`config.mk`:
```
export PLATFORM = sky130hd
export DESIGN_NAME = fbn_node
export DESIGN_NICKNAME = d
export VERILOG_FILES = /design/src/fbn_pkg.sv /design/src/fbn_blink.sv /design/src/fbn_cfg_select.sv /design/src/fbn_node.sv
export SDC_FILE = /design/constraint.sdc
export NUM_CORES = 1
export LEC_CHECK = 0
export BUFFER_PORTS_ARGS = -buffer_cell sky130_fd_sc_hd__buf_2
export CORE_MARGIN = 4
export CORE_UTILIZATION = 54
export CTS_CLUSTER_SIZE = 8
export DETAILED_ROUTE_END_ITERATION = 8
export PLACE_DENSITY_LB_ADDON = 0.25
export SLEW_MARGIN = 20
export SYNTH_ARGS = -nofsm -noshare
export SYNTH_HDL_FRONTEND = slang
export SYNTH_SLANG_ARGS = --single-unit
```
`constraint.sdc`:
```
create_clock -name pclk -period 3 [get_ports pclk]
set_input_delay 0.75 -clock pclk [delete_from_list [all_inputs] [get_ports pclk]]
set_output_delay 0.75 -clock pclk [all_outputs]
set_load 0.01 [all_outputs]
```
`src/fbn_pkg.sv`:
```
// Package with register map, field layout, reset values and timing constants for the node block.
package fbn_pkg;

  // ==========================================================================
  // Register byte offsets.
  localparam logic [7:0] FBN_OFF_NODE_STATE = 8'h00;
  localparam logic [7:0] FBN_OFF_OBJ_PARAM  = 8'h04;
  localparam logic [7:0] FBN_OFF_TERM_RATE  = 8'h08;
  localparam logic [7:0] FBN_OFF_COMMAND    = 8'h0c;
  localparam logic [7:0] FBN_OFF_ACTIVE     = 8'h10;
  localparam logic [7:0] FBN_OFF_SWITCHES   = 8'h14;
  localparam logic [7:0] FBN_OFF_INT_STATUS = 8'h18;
  localparam logic [7:0] FBN_OFF_INT_MASK   = 8'h1c;
  localparam logic [7:0] FBN_OFF_SAVED      = 8'h20;

  // ==========================================================================
  // Node state bits, written by the node firmware.
  localparam int FBN_ST_ONLINE     = 0;
  localparam int FBN_ST_DUP_DONE   = 1;
  localparam int FBN_ST_CONN_EST   = 2;
  localparam int FBN_ST_MASTER     = 3;
  localparam int FBN_ST_CONFIG_OK  = 4;
  localparam int FBN_ST_RECOV_ERR  = 5;
  localparam int FBN_ST_IO_WAIT    = 6;
  localparam int FBN_ST_FATAL      = 7;
  localparam int FBN_ST_COMM_FAIL  = 8;
  localparam int FBN_ST_WIDTH      = 9;

  // Command bits.
  localparam int FBN_CMD_SAVE    = 0;
  localparam int FBN_CMD_RESTART = 1;

  // Interrupt event bits.
  localparam int FBN_IRQ_LED     = 0;
  localparam int FBN_IRQ_APPLIED = 1;
  localparam int FBN_IRQ_FAULT   = 2;
  localparam int FBN_IRQ_WIDTH   = 3;

  // ==========================================================================
  // Field positions and widths.
  localparam int FBN_ADDR_W      = 6;
  localparam int FBN_RATE_W      = 2;
  localparam int FBN_RATE_LSB    = 8;
  localparam int FBN_SW_W        = 4;
  localparam int FBN_LED_LSB     = 16;
  localparam logic [7:0] FBN_ADDR_MAX   = 8'h3f;
  localparam logic [3:0] FBN_RATE_MAX   = 4'h2;
  localparam logic [7:0] FBN_TENS_WEIGHT = 8'h0a;

  // Bit-rate codes and terminal values in kbit/s.
  localparam logic [1:0] FBN_RATE_125 = 2'h0;
  localparam logic [1:0] FBN_RATE_250 = 2'h1;
  localparam logic [1:0] FBN_RATE_500 = 2'h2;
  localparam logic [9:0] FBN_KBIT_125 = 10'h07d;
  localparam logic [9:0] FBN_KBIT_250 = 10'h0fa;
  localparam logic [9:0] FBN_KBIT_500 = 10'h1f4;

  // Values after reset of the stored parameters.
  localparam logic [5:0] FBN_RST_ADDR = 6'h3f;
  localparam logic [1:0] FBN_RST_RATE = 2'h0;

  // ==========================================================================
  // Blink timing.
  localparam int  FBN_CLK_MHZ       = 250;
  localparam int  FBN_BLINK_HALF_MS = 500;
  localparam int  FBN_BLINK_HALF_CYC = FBN_BLINK_HALF_MS * FBN_CLK_MHZ * 1000;

  // LED states, one-hot.
  typedef enum logic [4:0] {
    FBN_LED_OFF       = 5'h01,
    FBN_LED_BLINK_GRN = 5'h02,
    FBN_LED_GREEN     = 5'h04,
    FBN_LED_BLINK_RED = 5'h08,
    FBN_LED_RED       = 5'h10
  } fbn_led_t;

endpackage

```
`src/fbn_blink.sv`:
```
// Free-running blink phase generator for the status LED.
`timescale 1ns/1ps
`default_nettype none
module fbn_blink #(
  parameter int HALF_CYCLES = fbn_pkg::FBN_BLINK_HALF_CYC
) (
  // Clock and reset.
  input  wire logic pclk,
  input  wire logic presetn,
  // Phase.
  output logic      phase
);
  import fbn_pkg::*;

  logic [31:0] cnt_q;
  logic [31:0] cnt_d;
  logic        phase_q;
  logic        phase_d;

  // ==========================================================================
  // Counter.
  always_comb begin
    cnt_d   = cnt_q + 32'h1;
    phase_d = phase_q;
    if (cnt_q >= 32'(HALF_CYCLES - 1)) begin
      cnt_d   = 32'h0;
      phase_d = ~phase_q;
    end
  end

  always_ff @(posedge pclk or negedge presetn) begin
    if (!presetn) begin
      cnt_q   <= 32'h0;
      phase_q <= 1'b0;
    end else begin
      cnt_q   <= cnt_d;
      phase_q <= phase_d;
    end
  end

  assign phase = phase_q;

endmodule
`default_nettype wire

```
`src/fbn_cfg_select.sv`:
```
// Chooses node address and bit-rate code from rotary switches or stored values.
`timescale 1ns/1ps
`default_nettype none
module fbn_cfg_select (
  // Switches.
  input  wire logic [fbn_pkg::FBN_SW_W-1:0]   tens_digit_switch,
  input  wire logic [fbn_pkg::FBN_SW_W-1:0]   units_digit_switch,
  input  wire logic [fbn_pkg::FBN_SW_W-1:0]   rate_switch,
  // Stored values.
  input  wire logic [fbn_pkg::FBN_ADDR_W-1:0] saved_addr,
  input  wire logic [fbn_pkg::FBN_RATE_W-1:0] saved_rate,
  // Selection.
  output logic      [fbn_pkg::FBN_ADDR_W-1:0] sel_addr,
  output logic      [fbn_pkg::FBN_RATE_W-1:0] sel_rate
);
  import fbn_pkg::*;

  logic [7:0] combined;

  // ==========================================================================
  // Selection.
  always_comb begin
    combined = 8'(tens_digit_switch * FBN_TENS_WEIGHT) + 8'(units_digit_switch);
    if (tens_digit_switch <= 4'h9 && units_digit_switch <= 4'h9 && combined <= FBN_ADDR_MAX) begin
      sel_addr = combined[FBN_ADDR_W-1:0];
    end else begin
      sel_addr = saved_addr;
    end
    if (rate_switch <= FBN_RATE_MAX) begin
      sel_rate = rate_switch[FBN_RATE_W-1:0];
    end else begin
      sel_rate = saved_rate;
    end
  end

endmodule
`default_nettype wire

```
`src/fbn_node.sv`:
```
// Fieldbus node status LED, address and bit-rate selection with an APB register file.
//
// Implementation choices: the address map and the APB slave port.
`timescale 1ns/1ps
`default_nettype none
// Function
// - LED dark while not online, including before duplicate address check finishes; the code still shows steady or blinking red first on any fault or error bit.
// - Steady green when online, connections established, master allocated and configuration good.
// - Blink green when online but unconnected, unallocated or badly configured.
// - Blink red on recoverable error or an I/O connection waiting.
// - Steady red on unrecoverable fault or communication failure, e.g. bus-off.
// - Node address from tens and units switches when 0 to 63.
// - Switches above 63 select stored address, written via object class 0x03 attr 1.
// - Rate switch 0, 1, 2 give 125, 250, 500 kbit/s.
// - Rate switch above 2 selects stored rate from terminal or object attr 2.
// - Written values act only after save to storage and restart.
// - Only 125, 250 and 500 kbit rates are supported.
module fbn_node #(
  parameter int BLINK_HALF_CYCLES = fbn_pkg::FBN_BLINK_HALF_CYC
) (
  // APB slave.
  input  wire logic                            pclk,
  input  wire logic                            presetn,
  input  wire logic                            psel,
  input  wire logic                            penable,
  input  wire logic                            pwrite,
  input  wire logic [7:0]                      paddr,
  input  wire logic [31:0]                     pwdata,
  output logic      [31:0]                     prdata,
  output logic                                 pready,
  output logic                                 pslverr,
  // Front switches.
  input  wire logic [fbn_pkg::FBN_SW_W-1:0]    tens_digit_switch,
  input  wire logic [fbn_pkg::FBN_SW_W-1:0]    units_digit_switch,
  input  wire logic [fbn_pkg::FBN_SW_W-1:0]    rate_switch,
  // Link conditions.
  input  wire logic                            bus_off,
  input  wire logic                            dup_addr_seen,
  // Node configuration and LED.
  output logic      [fbn_pkg::FBN_ADDR_W-1:0]  node_addr,
  output logic      [fbn_pkg::FBN_RATE_W-1:0]  bit_rate,
  output logic                                 led_green,
  output logic                                 led_red,
  // Interrupt.
  output logic                                 irq
);
  import fbn_pkg::*;

  logic [FBN_ST_WIDTH-1:0]  state_q;
  logic [FBN_ST_WIDTH-1:0]  state_d;
  logic [FBN_ADDR_W-1:0]    pend_addr_q;
  logic [FBN_ADDR_W-1:0]    pend_addr_d;
  logic [FBN_RATE_W-1:0]    pend_rate_q;
  logic [FBN_RATE_W-1:0]    pend_rate_d;
  logic [FBN_ADDR_W-1:0]    saved_addr_q;
  logic [FBN_ADDR_W-1:0]    saved_addr_d;
  logic [FBN_RATE_W-1:0]    saved_rate_q;
  logic [FBN_RATE_W-1:0]    saved_rate_d;
  logic [FBN_ADDR_W-1:0]    act_addr_q;
  logic [FBN_ADDR_W-1:0]    act_addr_d;
  logic [FBN_RATE_W-1:0]    act_rate_q;
  logic [FBN_RATE_W-1:0]    act_rate_d;
  logic                     restart_q;
  logic                     restart_d;
  logic [FBN_IRQ_WIDTH-1:0] ists_q;
  logic [FBN_IRQ_WIDTH-1:0] ists_d;
  logic [FBN_IRQ_WIDTH-1:0] imask_q;
  logic [FBN_IRQ_WIDTH-1:0] imask_d;
  logic [31:0]              rdata_q;
  logic [31:0]              rdata_d;
  fbn_led_t                 led_q;
  fbn_led_t                 led_d;
  logic                     grn_q;
  logic                     grn_d;
  logic                     red_q;
  logic                     red_d;
  logic                     fault_q;
  logic                     fault_d;
  logic                     phase;
  logic [FBN_ADDR_W-1:0]    sel_addr;
  logic [FBN_RATE_W-1:0]    sel_rate;
  logic                     setup;
  logic                     wr;
  logic                     mapped;
  logic                     fatal;
  logic                     online;
  logic [FBN_IRQ_WIDTH-1:0] events;

  // ==========================================================================
  // Submodules.
  fbn_blink #(
    .HALF_CYCLES(BLINK_HALF_CYCLES)
  ) u_blink (
    .pclk   (pclk),
    .presetn(presetn),
    .phase  (phase)
  );

  fbn_cfg_select u_sel (
    .tens_digit_switch (tens_digit_switch),
    .units_digit_switch(units_digit_switch),
    .rate_switch       (rate_switch),
    .saved_addr        (saved_addr_q),
    .saved_rate        (saved_rate_q),
    .sel_addr          (sel_addr),
    .sel_rate          (sel_rate)
  );

  // ==========================================================================
  // Bus decode.
  always_comb begin
    unique case (paddr)
      FBN_OFF_NODE_STATE, FBN_OFF_OBJ_PARAM, FBN_OFF_TERM_RATE, FBN_OFF_COMMAND,
      FBN_OFF_ACTIVE, FBN_OFF_SWITCHES, FBN_OFF_INT_STATUS, FBN_OFF_INT_MASK,
      FBN_OFF_SAVED: mapped = 1'b1;
      default:       mapped = 1'b0;
    endcase
    setup = psel & ~penable;
    wr    = psel & penable & pwrite & mapped;
  end

  assign pready  = 1'b1;
  assign pslverr = psel & penable & ~mapped;
  assign prdata  = rdata_q;

  // ==========================================================================
  // Registers and configuration.
  always_comb begin
    state_d      = state_q;
    pend_addr_d  = pend_addr_q;
    pend_rate_d  = pend_rate_q;
    saved_addr_d = saved_addr_q;
    saved_rate_d = saved_rate_q;
    act_addr_d   = act_addr_q;
    act_rate_d   = act_rate_q;
    restart_d    = 1'b0;
    imask_d      = imask_q;
    if (wr) begin
      unique case (paddr)
        FBN_OFF_NODE_STATE: state_d = pwdata[FBN_ST_WIDTH-1:0];
        FBN_OFF_OBJ_PARAM: begin
          pend_addr_d = pwdata[FBN_ADDR_W-1:0];
          if (pwdata[FBN_RATE_LSB +: FBN_RATE_W] <= FBN_RATE_500) begin
            pend_rate_d = pwdata[FBN_RATE_LSB +: FBN_RATE_W];
          end
        end
        FBN_OFF_TERM_RATE: begin
          unique case (pwdata[9:0])
            FBN_KBIT_125: pend_rate_d = FBN_RATE_125;
            FBN_KBIT_250: pend_rate_d = FBN_RATE_250;
            FBN_KBIT_500: pend_rate_d = FBN_RATE_500;
            default:      pend_rate_d = pend_rate_q;
          endcase
        end
        FBN_OFF_COMMAND: begin
          if (pwdata[FBN_CMD_SAVE]) begin
            saved_addr_d = pend_addr_q;
            saved_rate_d = pend_rate_q;
          end
          restart_d = pwdata[FBN_CMD_RESTART];
        end
        FBN_OFF_INT_MASK: imask_d = pwdata[FBN_IRQ_WIDTH-1:0];
        default: ;
      endcase
    end
    if (restart_q) begin
      act_addr_d = sel_addr;
      act_rate_d = sel_rate;
    end
  end

  always_ff @(posedge pclk or negedge presetn) begin
    if (!presetn) begin
      state_q      <= '0;
      pend_addr_q  <= FBN_RST_ADDR;
      pend_rate_q  <= FBN_RST_RATE;
      saved_addr_q <= FBN_RST_ADDR;
      saved_rate_q <= FBN_RST_RATE;
      act_addr_q   <= FBN_RST_ADDR;
      act_rate_q   <= FBN_RST_RATE;
      restart_q    <= 1'b1;
      imask_q      <= '0;
    end else begin
      state_q      <= state_d;
      pend_addr_q  <= pend_addr_d;
      pend_rate_q  <= pend_rate_d;
      saved_addr_q <= saved_addr_d;
      saved_rate_q <= saved_rate_d;
      act_addr_q   <= act_addr_d;
      act_rate_q   <= act_rate_d;
      restart_q    <= restart_d;
      imask_q      <= imask_d;
    end
  end

  // ==========================================================================
  // Read data, loaded in the setup cycle.
  always_comb begin
    rdata_d = rdata_q;
    if (setup) begin
      unique case (paddr)
        FBN_OFF_NODE_STATE: rdata_d = 32'(state_q);
        FBN_OFF_OBJ_PARAM:  rdata_d = 32'({pend_rate_q, 2'h0, pend_addr_q});
        FBN_OFF_ACTIVE:     rdata_d = {11'h0, led_q, 6'h0, act_rate_q, 2'h0, act_addr_q};
        FBN_OFF_SWITCHES:   rdata_d = 32'({rate_switch, tens_digit_switch, units_digit_switch});
        FBN_OFF_INT_STATUS: rdata_d = 32'(ists_q);
        FBN_OFF_INT_MASK:   rdata_d = 32'(imask_q);
        FBN_OFF_SAVED:      rdata_d = 32'({saved_rate_q, 2'h0, saved_addr_q});
        default:            rdata_d = 32'h0;
      endcase
    end
  end

  always_ff @(posedge pclk or negedge presetn) begin
    if (!presetn) begin
      rdata_q <= 32'h0;
    end else begin
      rdata_q <= rdata_d;
    end
  end

  // ==========================================================================
  // LED state.
  always_comb begin
    online  = state_q[FBN_ST_ONLINE] & state_q[FBN_ST_DUP_DONE];
    fatal   = state_q[FBN_ST_FATAL] | state_q[FBN_ST_COMM_FAIL] | bus_off | dup_addr_seen;
    fault_d = fatal;
    if (fatal) begin
      led_d = FBN_LED_RED;
    end else if (state_q[FBN_ST_RECOV_ERR] | state_q[FBN_ST_IO_WAIT]) begin
      led_d = FBN_LED_BLINK_RED;
    end else if (!online) begin
      led_d = FBN_LED_OFF;
    end else if (state_q[FBN_ST_CONN_EST] & state_q[FBN_ST_MASTER] & state_q[FBN_ST_CONFIG_OK]) begin
      led_d = FBN_LED_GREEN;
    end else begin
      led_d = FBN_LED_BLINK_GRN;
    end
    unique case (led_q)
      FBN_LED_OFF: begin
        grn_d = 1'b0;
        red_d = 1'b0;
      end
      FBN_LED_BLINK_GRN: begin
        grn_d = phase;
        red_d = 1'b0;
      end
      FBN_LED_GREEN: begin
        grn_d = 1'b1;
        red_d = 1'b0;
      end
      FBN_LED_BLINK_RED: begin
        grn_d = 1'b0;
        red_d = phase;
      end
      FBN_LED_RED: begin
        grn_d = 1'b0;
        red_d = 1'b1;
      end
      default: begin
        grn_d = 1'b0;
        red_d = 1'b0;
      end
    endcase
  end

  always_ff @(posedge pclk or negedge presetn) begin
    if (!presetn) begin
      led_q   <= FBN_LED_OFF;
      grn_q   <= 1'b0;
      red_q   <= 1'b0;
      fault_q <= 1'b0;
    end else begin
      led_q   <= led_d;
      grn_q   <= grn_d;
      red_q   <= red_d;
      fault_q <= fault_d;
    end
  end

  // ==========================================================================
  // Interrupts, set wins over clear.
  always_comb begin
    events                  = '0;
    events[FBN_IRQ_LED]     = (led_d != led_q);
    events[FBN_IRQ_APPLIED] = restart_q;
    events[FBN_IRQ_FAULT]   = fatal & ~fault_q;
    ists_d = ists_q;
    if (wr && paddr == FBN_OFF_INT_STATUS) begin
      ists_d = ists_q & ~pwdata[FBN_IRQ_WIDTH-1:0];
    end
    ists_d = ists_d | events;
  end

  assign irq = |(ists_q & imask_q);

  always_ff @(posedge pclk or negedge presetn) begin
    if (!presetn) begin
      ists_q <= '0;
    end else begin
      ists_q <= ists_d;
    end
  end

  // ==========================================================================
  // Outputs.
  assign node_addr = act_addr_q;
  assign bit_rate  = act_rate_q;
  assign led_green = grn_q;
  assign led_red   = red_q;

endmodule
`default_nettype wire

```
== After elaboration in Yosys (flattened, before gate mapping) ==
Cells that the tools add are included.

* Bits in latches: 0
* Input port bits: 59
* Output and inout bits: 45
* Logic and storage cells: 94
* Memory bits (writable): 0
* Register bits after elaboration: 113
* Memories: 0
* Bits in read-only memories: 0

* Add/sub/neg operators: 2
* Mux-type cells: 17
* Equality and inequality tests: 18
* Multipliers: 1
* Bitwise operators: 21
* Magnitude comparators: 6
* Reduce and logical (&&, ||, !) cells: 12
* Divide/modulo/power cells: 0
* Shifts and indexed selects: 0

{| class="wikitable"
|+ Operator list
! cell !! count
|-
| $pmux W21 S7 || 1
|-
| $add A32 B1 Y32 const B || 1
|-
| $eq A8 B5 Y1 const B || 4
|-
| $ge A32 B27 Y1 const B || 1
|-
| $mux W32 || 1
|-
| $eq A8 B4 Y1 const B || 2
|-
| $eq A10 B7 Y1 const B || 1
|-
| $eq A10 B8 Y1 const B || 1
|-
| $eq A10 B9 Y1 const B || 1
|-
| $and A1 B1 Y1 || 9
|-
| $mux W3 || 3
|-
| $reduce_or A9 Y1 || 1
|-
| $add A8 B4 Y8 || 1
|-
| $eq A8 B3 Y1 const B || 1
|-
| $eq A8 B6 Y1 const B || 1
|-
| $le A4 B4 Y1 const B || 2
|-
| $le A8 B6 Y1 const B || 1
|-
| $logic_not A8 Y1 || 1
|-
| $mul A4 B3 Y7 const B || 1
|-
| $and A3 B3 Y3 || 2
|-
| $mux W6 || 1
|-
| $pmux W2 S3 || 1
|-
| $reduce_and A2 Y1 || 3
|-
| $eq A5 B2 Y1 const B || 1
|-
| other kinds (23) || 35
|}

== Logic depth before layout (Yosys ltp) ==
Gate-level depths: netlist of run 1.

* Word-level depth: 8
* Depth in mapped cells: 8
* Depth with buffers taken out: 8

== By module ==
From an unflattened synthesis of run 1, not the netlist that was laid out.

* Cells, all modules: 508
* Area, all modules: 5,556.6 um2

{| class="wikitable"
|+ Modules (own cells, without submodules)
! module !! times used !! area an instance (um2) !! seq. area each (um2) !! cells each
|-
| fbn_node || 1 || 3,369.5 || 1,626.6 || 292
|-
| fbn_blink || 1 || 1,750.4 || 825.8 || 167
|-
| fbn_cfg_select || 1 || 436.7 || 0.0 || 49
|}

== Worst setup path before layout of run 1 ==
No wires, ideal clock.

* Kind: in2reg
* Start: in tens_digit_switch[1] (netlist bit)
* End: reg act_addr_q[2] (netlist: node_addr[2])
* Slack: 0.098 ns
* Stages on the path: 8
* Arrival time: 2.811 ns
* Required time: 2.909 ns
* Library setup time: 0.091 ns
* Path buffers: 0
* Cell sequence: ha_1 -> ha_1 -> fa_1 -> and2_1 -> nor3b_2 -> xor2_1 -> a31oi_1 -> o31ai_1

* Cells in the longest elaborated chain, start to end: 5
* Elaborated cells between the ends (all ways): 7
* Those cells by class: add/sub: 1; mul: 1; order compare: 2; mux: 1; reduce/logical: 2

{| class="wikitable"
|+ RTL lines
! item !! line !! RTL
|-
| start, declared || fbn_node.sv:33 || <nowiki>input wire logic [fbn_pkg::FBN_SW_W-1:0] tens_digit_switch,</nowiki>
|-
| $mul A4 B3 Y7 || fbn_cfg_select.sv:23 || <nowiki>combined = 8'(tens_digit_switch * FBN_TENS_WEIGHT) + 8'(units_digit_switch);</nowiki>
|-
| $add A8 B4 Y8 || fbn_cfg_select.sv:23 ||
|-
| $le A8 B6 Y1 || fbn_cfg_select.sv:24 || <nowiki>if (tens_digit_switch <= 4'h9 && units_digit_switch <= 4'h9 && combined <= FBN_ADDR_MAX) begin</nowiki>
|-
| $logic_and A1 B1 Y1 || fbn_cfg_select.sv:24 ||
|-
| $mux W6 * || fbn_cfg_select.sv:24 ||
|-
| end signal, assigned || fbn_node.sv:189 || <nowiki>act_addr_q <= act_addr_d;</nowiki>
|-
| end, declared || fbn_node.sv:59 || <nowiki>logic [FBN_ADDR_W-1:0] act_addr_q;</nowiki>
|}

Mark *: on every way between the ends. The rest lies on a longest branch, timed or not.
A chain may end at the register's enable or synchronous reset.

== Final worst setup path of run 1 ==
* Start: in tens_digit_switch[1] (netlist bit)
* End: reg act_addr_q[5] (netlist: node_addr[5])

Same word-level chain as after synthesis.

==> out/results.ini, run 1 <==
[worst_setup_path]
rr_worst_depth = 5
cp.depth = 10
crit_top_cell = ha_1
r2r_end = u_blink.phase
r2r_slack_ps = 640
critPathKind = input port to register
endpoint_kind = register
path_cells = buf_2 -> ha_1 -> ha_1 -> fa_1 -> and2_1 -> nor3b_2 -> xor2_1 -> buf_4 -> a31oi_1 -> o2bb2ai_1
critPathBufInv = 2
cp.required_ps = 3290
cp_top_family = adder cells
r2r_start = u_blink.cnt_q[18]
critPathMaxFanout = 6
crit_arrival_ps = 3100
start_kind = input port
cpPeakStageDelay_ps = 500
cpMaxStageDelayCell = fa_1

[detailed_routing]
num_vias = 4126
totalWireLength_um = 12100
first_pass_iters = 4
wl_per_cell_um = 16.7
drc = 0
viasPerCell = 5.68
antenna_left = 0
drtIter0Drc = 327

[synth]
ys.flop_type = dfrtp_1
synth_edf_count = 0
synth_top_area_cell = dfrtp_1
synthMuxAreaShare_pct = 9.47
synthAdderAreaFrac_pct = 3.15
synth_cell_types = 64
synth_top_family_by_area = simple AND/OR/NAND/NOR gates
synth-xor-area-share_pct = 5.51
ys_seq_area_share_pct = 46.8
synthesis.area_um2 = 5250
synth-simple-area-share_pct = 18.5
synth_area_leaders = dfrtp_1 37%, dfstp_2 10%, mux2_2 6.7%, nor2_1 3.9%, xor2_1 3.7%
syn_area_per_cell_um2 = 10.4
synth_warnings = 0
synth-compound-area-share_pct = 12.0
ys_seq_elements = 97
syn_inst = 506
synth_most_common_cell = dfrtp_1
ys_top_cells_by_count = 77 x dfrtp_1, 54 x nor2_1, 37 x nand2_1
synth_top_area_share_pct = 36.7
synthArstFlopShare_pct = 100

[placed_design]
numPortBuffers = 65
dpl.hpwl_um = 9060
gp_congestion = 0.897
placedCellCount = 710
place_area_um2 = 5780

[global_route]
grt_overflow_total = 0
grt_pass1_vias = 4054
grt_first_pass_wirelength_um = 19900
grt_max_degree = 57
antenna_found_initial = 0
grt_usage_pct = 22.0

[timing]
relSlewSlack_pct = 51.5
setup_viol = 0
tightest_slew_ps = 726
period_needed_ps = 2820
fin_crit_sh_pct = 93.8
rsz0062_at_grt = false
max_freq_ghz = 0.355
clock-skew-final_ps = 25.0
hold_violations = 0
drv_slew = 0
fin_setup_tns_ps = 0
hold_ws_ps = 361

[finish]
stdcell_area_um2 = 5990
final-instance-count-excl-fill = 726
fillers = 774
final_net_count = 663
drive_gt1_share_pct = 27.0
antennaDiodeCount = 0
final_util_pct = 64.2
syn2layout_area_growth_pct = 14.2

[power_and_ir_drop]
cellPowerDensity_nw_per_um2 = 410
peakVddDrop_uv = 270
cellLeakagePower_uw = 0.00266

[clock_tree]
clk_pin_slew_ps = 120
cts-root-buf = clkbuf_8
cts_tree = yes
cts_buffer_depth = 2
insertion_delay_ps = 360
htree_levels = 3
cts_hold_buf = 0
cts.sinks = 97
cts_buffers = 9
postCtsSetupBuffers = 0
cts_resized = 0

[die]
die_area_um2 = 11400
dieWidth_um = 107
rows = 35
ios = 104
core_area_um2 = 9330
die_h_um = 107
start_util_pct = 56.2

[hold_path]
hp-class = input port to asynchronous set/reset pin

[flow_run]
cap_violations = 0

[status]
status = completed

[through the flow]
stage | worst slack [ps] | power (uW)
floorplan | 97.7 | 1510
global route | 58.5 | 2570
CTS | 201 | 2470
finish | 185 | 2450
global placement | -108 | 1620
detailed placement | -160 | 1620
[worst max path at each step]
stage / end / slack [ps] / start
2_1_floorplan: node_addr[2] / 100 / tens_digit_switch[1]
3_3_place_gp: node_addr[5] / -110 / tens_digit_switch[1]
3_5_place_dp: node_addr[5] / -160 / tens_digit_switch[1]
4_1_cts: node_addr[2] / 200 / tens_digit_switch[1]
5_1_grt: node_addr[5] / 60 / tens_digit_switch[1]
6_report: node_addr[5] / 180 / tens_digit_switch[1]
[state kept, by name, indices dropped and copies added (netlist names)]
signal,flops
pend_addr_q,6
restart_q,1
node_addr,6
fault_q,1
u_blink.cnt_q,32
led_red,1
prdata,17
state_q,9
u_blink.phase,1
saved_addr_q,6
saved_rate_q,2
led_green,1
pend_rate_q,2
bit_rate,2
imask_q,3
ists_q,3
led_q,4
[power by group]
group | internal [uW] | switching [uW] | leakage (uW)
clock network | 333 | 520 | 0.000103
registers | 1330 | 12.8 | 0.00124
logic | 103 | 160 | 0.00132
total | 1760 | 692 | 0.00266
[kinds of logic (layout without fill, tap and decap cells)]
family / after synthesis / in the layout
adders and majority gates: 12 / 12
other: 2 / 21
and+or+nand+nor: 186 / 186
AOI/OAI and AO/OA: 92 / 92
DFF: 97 / 97
muxes: 42 / 42
xor gates and xnor gates: 33 / 33
buffers and inverters: 42 / 114
[layout by cell type, fill, tap and decap left out, types with 4 or more instances in the layout]
master	Yosys	routed
nand2_1	37	37
nand3b_1	4	4
a31oi_1	4	4
o22a_1	5	5
o21ai_1	10	10
buf_2	0	64
nor4_1	7	7
and3_1	8	8
or4_1	4	4
ha_1	10	10
nor2b_1	6	6
mux2i_1	8	8
a21oi_1	14	14
conb_1	2	21
nor2_1	54	54
nand4_1	15	15
dfrtp_1	77	77
mux2_2	31	31
inv_1	12	12
buf_4	17	20
dfstp_2	20	20
xor2_1	22	22
xnor2_1	11	11
clkbuf_8	0	9
nand3_1	22	22
a22oi_1	7	7
o31ai_1	6	6
nor3_1	5	5
and2_1	6	6
o21ai_0	18	18
a22o_1	5	5
[layout make-up]
type	instances	area [um2]	share of cell area, %
Clock inverter	7	83.8	1.40
Clock buffer	9	124	2.07
Inverter	13	48.8	0.815
Timing Repair Buffer	85	490	8.19
Tap cell	129	161	2.70
Multi-Input combinational cell	386	2630	43.9
Sequential cell	97	2450	41.0
[worst reg2reg max path, stage by stage (launching register included)]
cell and delay (ps):
dfrtp_1 450, or4b_1 530, nor4_1 300, a2111oi_1 180
o21ai_4 600, xor2_1 160
[per-layer routing]
layer  GRT usage [%]  up-vias  routed length, um
li1                -     1979                  -
met1            30.6     2017               5460
met2            35.0      117               5800
met3            4.61       13                664
met4            6.21        0                174
met5               0        -                  0
Note: power is estimated with default switching activity, not from simulation.
==> run 2: changes to the inputs <==
--- a/config.mk
+++ b/config.mk
@@ -5,7 +5,7 @@
 export SDC_FILE = /design/constraint.sdc
 export NUM_CORES = 1
 export LEC_CHECK = 0
-export BUFFER_PORTS_ARGS = -buffer_cell sky130_fd_sc_hd__buf_2
+export BUFFER_PORTS_ARGS = -buffer_cell sky130_fd_sc_hd__buf_4
 export CORE_MARGIN = 4
 export CORE_UTILIZATION = 54
 export CTS_CLUSTER_SIZE = 8
==> run 2 against run 1 <==
- highest routed layer unchanged
- clock-buffer cell count unchanged
- utilization grew 1.6 points
- via count is 0.41% lower
- final area up 2.5%
- clock power increased by 6.9%
- hold slack better by 9.5 ps
- critical path type unchanged
- sequential share of layout area down 0.99 points
- total power up 2.9%
==> out/results.ini, run 2 (same netlist as run 1, synthesis figures left out) <==
[status]
status = completed

[clock_tree]
cts.sinks = 97
cts_buffer_depth = 2
cts_tree = yes
clk_pin_slew_ps = 110
cts_buffers = 9
postCtsSetupBuffers = 0
cts_resized = 0
cts_hold_buf = 0
htree_levels = 3
insertion_delay_ps = 370
cts-root-buf = clkbuf_8

[timing]
rsz0062_at_grt = false
setup_slack_ps = 211
relSlewSlack_pct = 49.8
clock-skew-final_ps = 21.3
setup_viol = 0
drv_slew = 0
period_needed_ps = 2790
tightest_slew_ps = 751
fin_crit_sh_pct = 93.0
max_freq_ghz = 0.359
hold_violations = 0

[worst_setup_path]
cp.depth = 9
endpoint_kind = register
crit_arrival_ps = 3060
crit_start = tens_digit_switch[1]
cpPeakStageDelay_ps = 500
cpMaxStageDelayCell = fa_1
critPathMaxFanout = 6
critPathKind = input port to register
r2r_start = u_blink.cnt_q[14]
cp.required_ps = 3270
cp_top_family = adder cells
crit_top_cell = ha_1
path_cells = buf_4 -> ha_1 -> ha_1 -> fa_1 -> and2_1 -> nor3b_2 -> xor2_1 -> a31oi_1 -> o31ai_1
rr_worst_depth = 5
critPathBufInv = 1
start_kind = input port

[detailed_routing]
antenna_left = 0
totalWireLength_um = 12300
first_pass_iters = 5
drc = 0
viasPerCell = 5.68
num_vias = 4109
drtIter0Drc = 184
wl_per_cell_um = 17.0

[finish]
regMostFlops = u_blink.cnt_q
drive_gt1_share_pct = 26.6
final_util_pct = 65.8
multi_input_area_um2 = 2630
mostFrequentLayoutCells = 81 x buf_4, 77 x dfrtp_1, 54 x nor2_1
syn2layout_area_growth_pct = 17.0
antennaDiodeCount = 0
fillers = 762
largest_reg_flops = 32
final-seq-area_um2 = 2450
final_net_count = 660
layout_commonest_cell = buf_4

[global_route]
grt_max_degree = 50
grt_first_pass_wirelength_um = 20300
grt_usage_pct = 22.5
grt_overflow_total = 0
antenna_found_initial = 0
grt_pass1_vias = 4002

[die]
dieWidth_um = 107
rows = 35
start_util_pct = 56.2
ios = 104
die_h_um = 107
die_area_um2 = 11400
core_area_um2 = 9330

[hold_path]
hp-class = input port to asynchronous set/reset pin

[power_and_ir_drop]
peakVddDrop_uv = 221
cellPowerDensity_nw_per_um2 = 412
cellLeakagePower_uw = 0.00269

[placed_design]
numPortBuffers = 65
pre_cts_ws_ps = -170
dpl.hpwl_um = 9230
gp_congestion = 0.935

[flow_run]
cap_violations = 0

==> run 2: changes by cell type in the layout (fill, tap and decap cells not counted) <==
cell | before | now
buf_2 | 64 | 0
buf_4 | 20 | 81
bufinv_16 | 0 | 1
clkinv_4 | 1 | 2
clkinv_8 | 3 | 1
inv_6 | 3 | 1
inv_8 | 0 | 2
==> run 2: metrics by stage <==
stage          instances  hold slack [ps]  instance area [um2]  power, uW  TNS [ps]
6_report             723              371                 6140       2530         0
5_1_grt              723              404                 6140       2650         0
4_1_cts              723              376                 6140       2550         0
3_5_place_dp         707              477                 5920       1640      -643
3_3_place_gp         707              465                 5920       1630      -546
2_1_floorplan        525              434                 5320       1510         0
==> run 2: worst paths after layout <==
path	endpoint	slack, ps
worst max-delay path	node_addr[2]	210
worst min-delay path	prdata[17]	370
worst max register to register	u_blink.phase	630
worst min register to register	u_blink.cnt_q[0]	490
max in group asynchronous	node_addr[0]	1870
min in group pclk	u_blink.cnt_q[0]	490
==> run 2: layout make-up <==
type / instances / share of cell area (%)
Tap cell: 129 / 2.63
Clock buffer: 9 / 2.02
Multi-Input combinational cell: 386 / 42.8
Timing Repair Buffer: 82 / 10.2
Sequential cell: 97 / 40.0
Clock inverter: 7 / 1.55
Inverter: 13 / 0.795
==> run 2: routing by layer <==
metal  part of all wire [%]  track usage [%]  up-vias
met5                      0                0        -
met4                    2.4             8.77        0
met3                    7.0             5.59       24
met2                     46             35.6      134
met1                     44             30.1     1991
li1                       -                -     1960
==> run 2: power by group <==
group / switching [uW] / leakage [uW] / total, uW / internal [uW]
clock: 502 / 0.000111 / 912 / 410
sequential: 13.2 / 0.00124 / 1340 / 1330
combinational: 159 / 0.00135 / 276 / 117
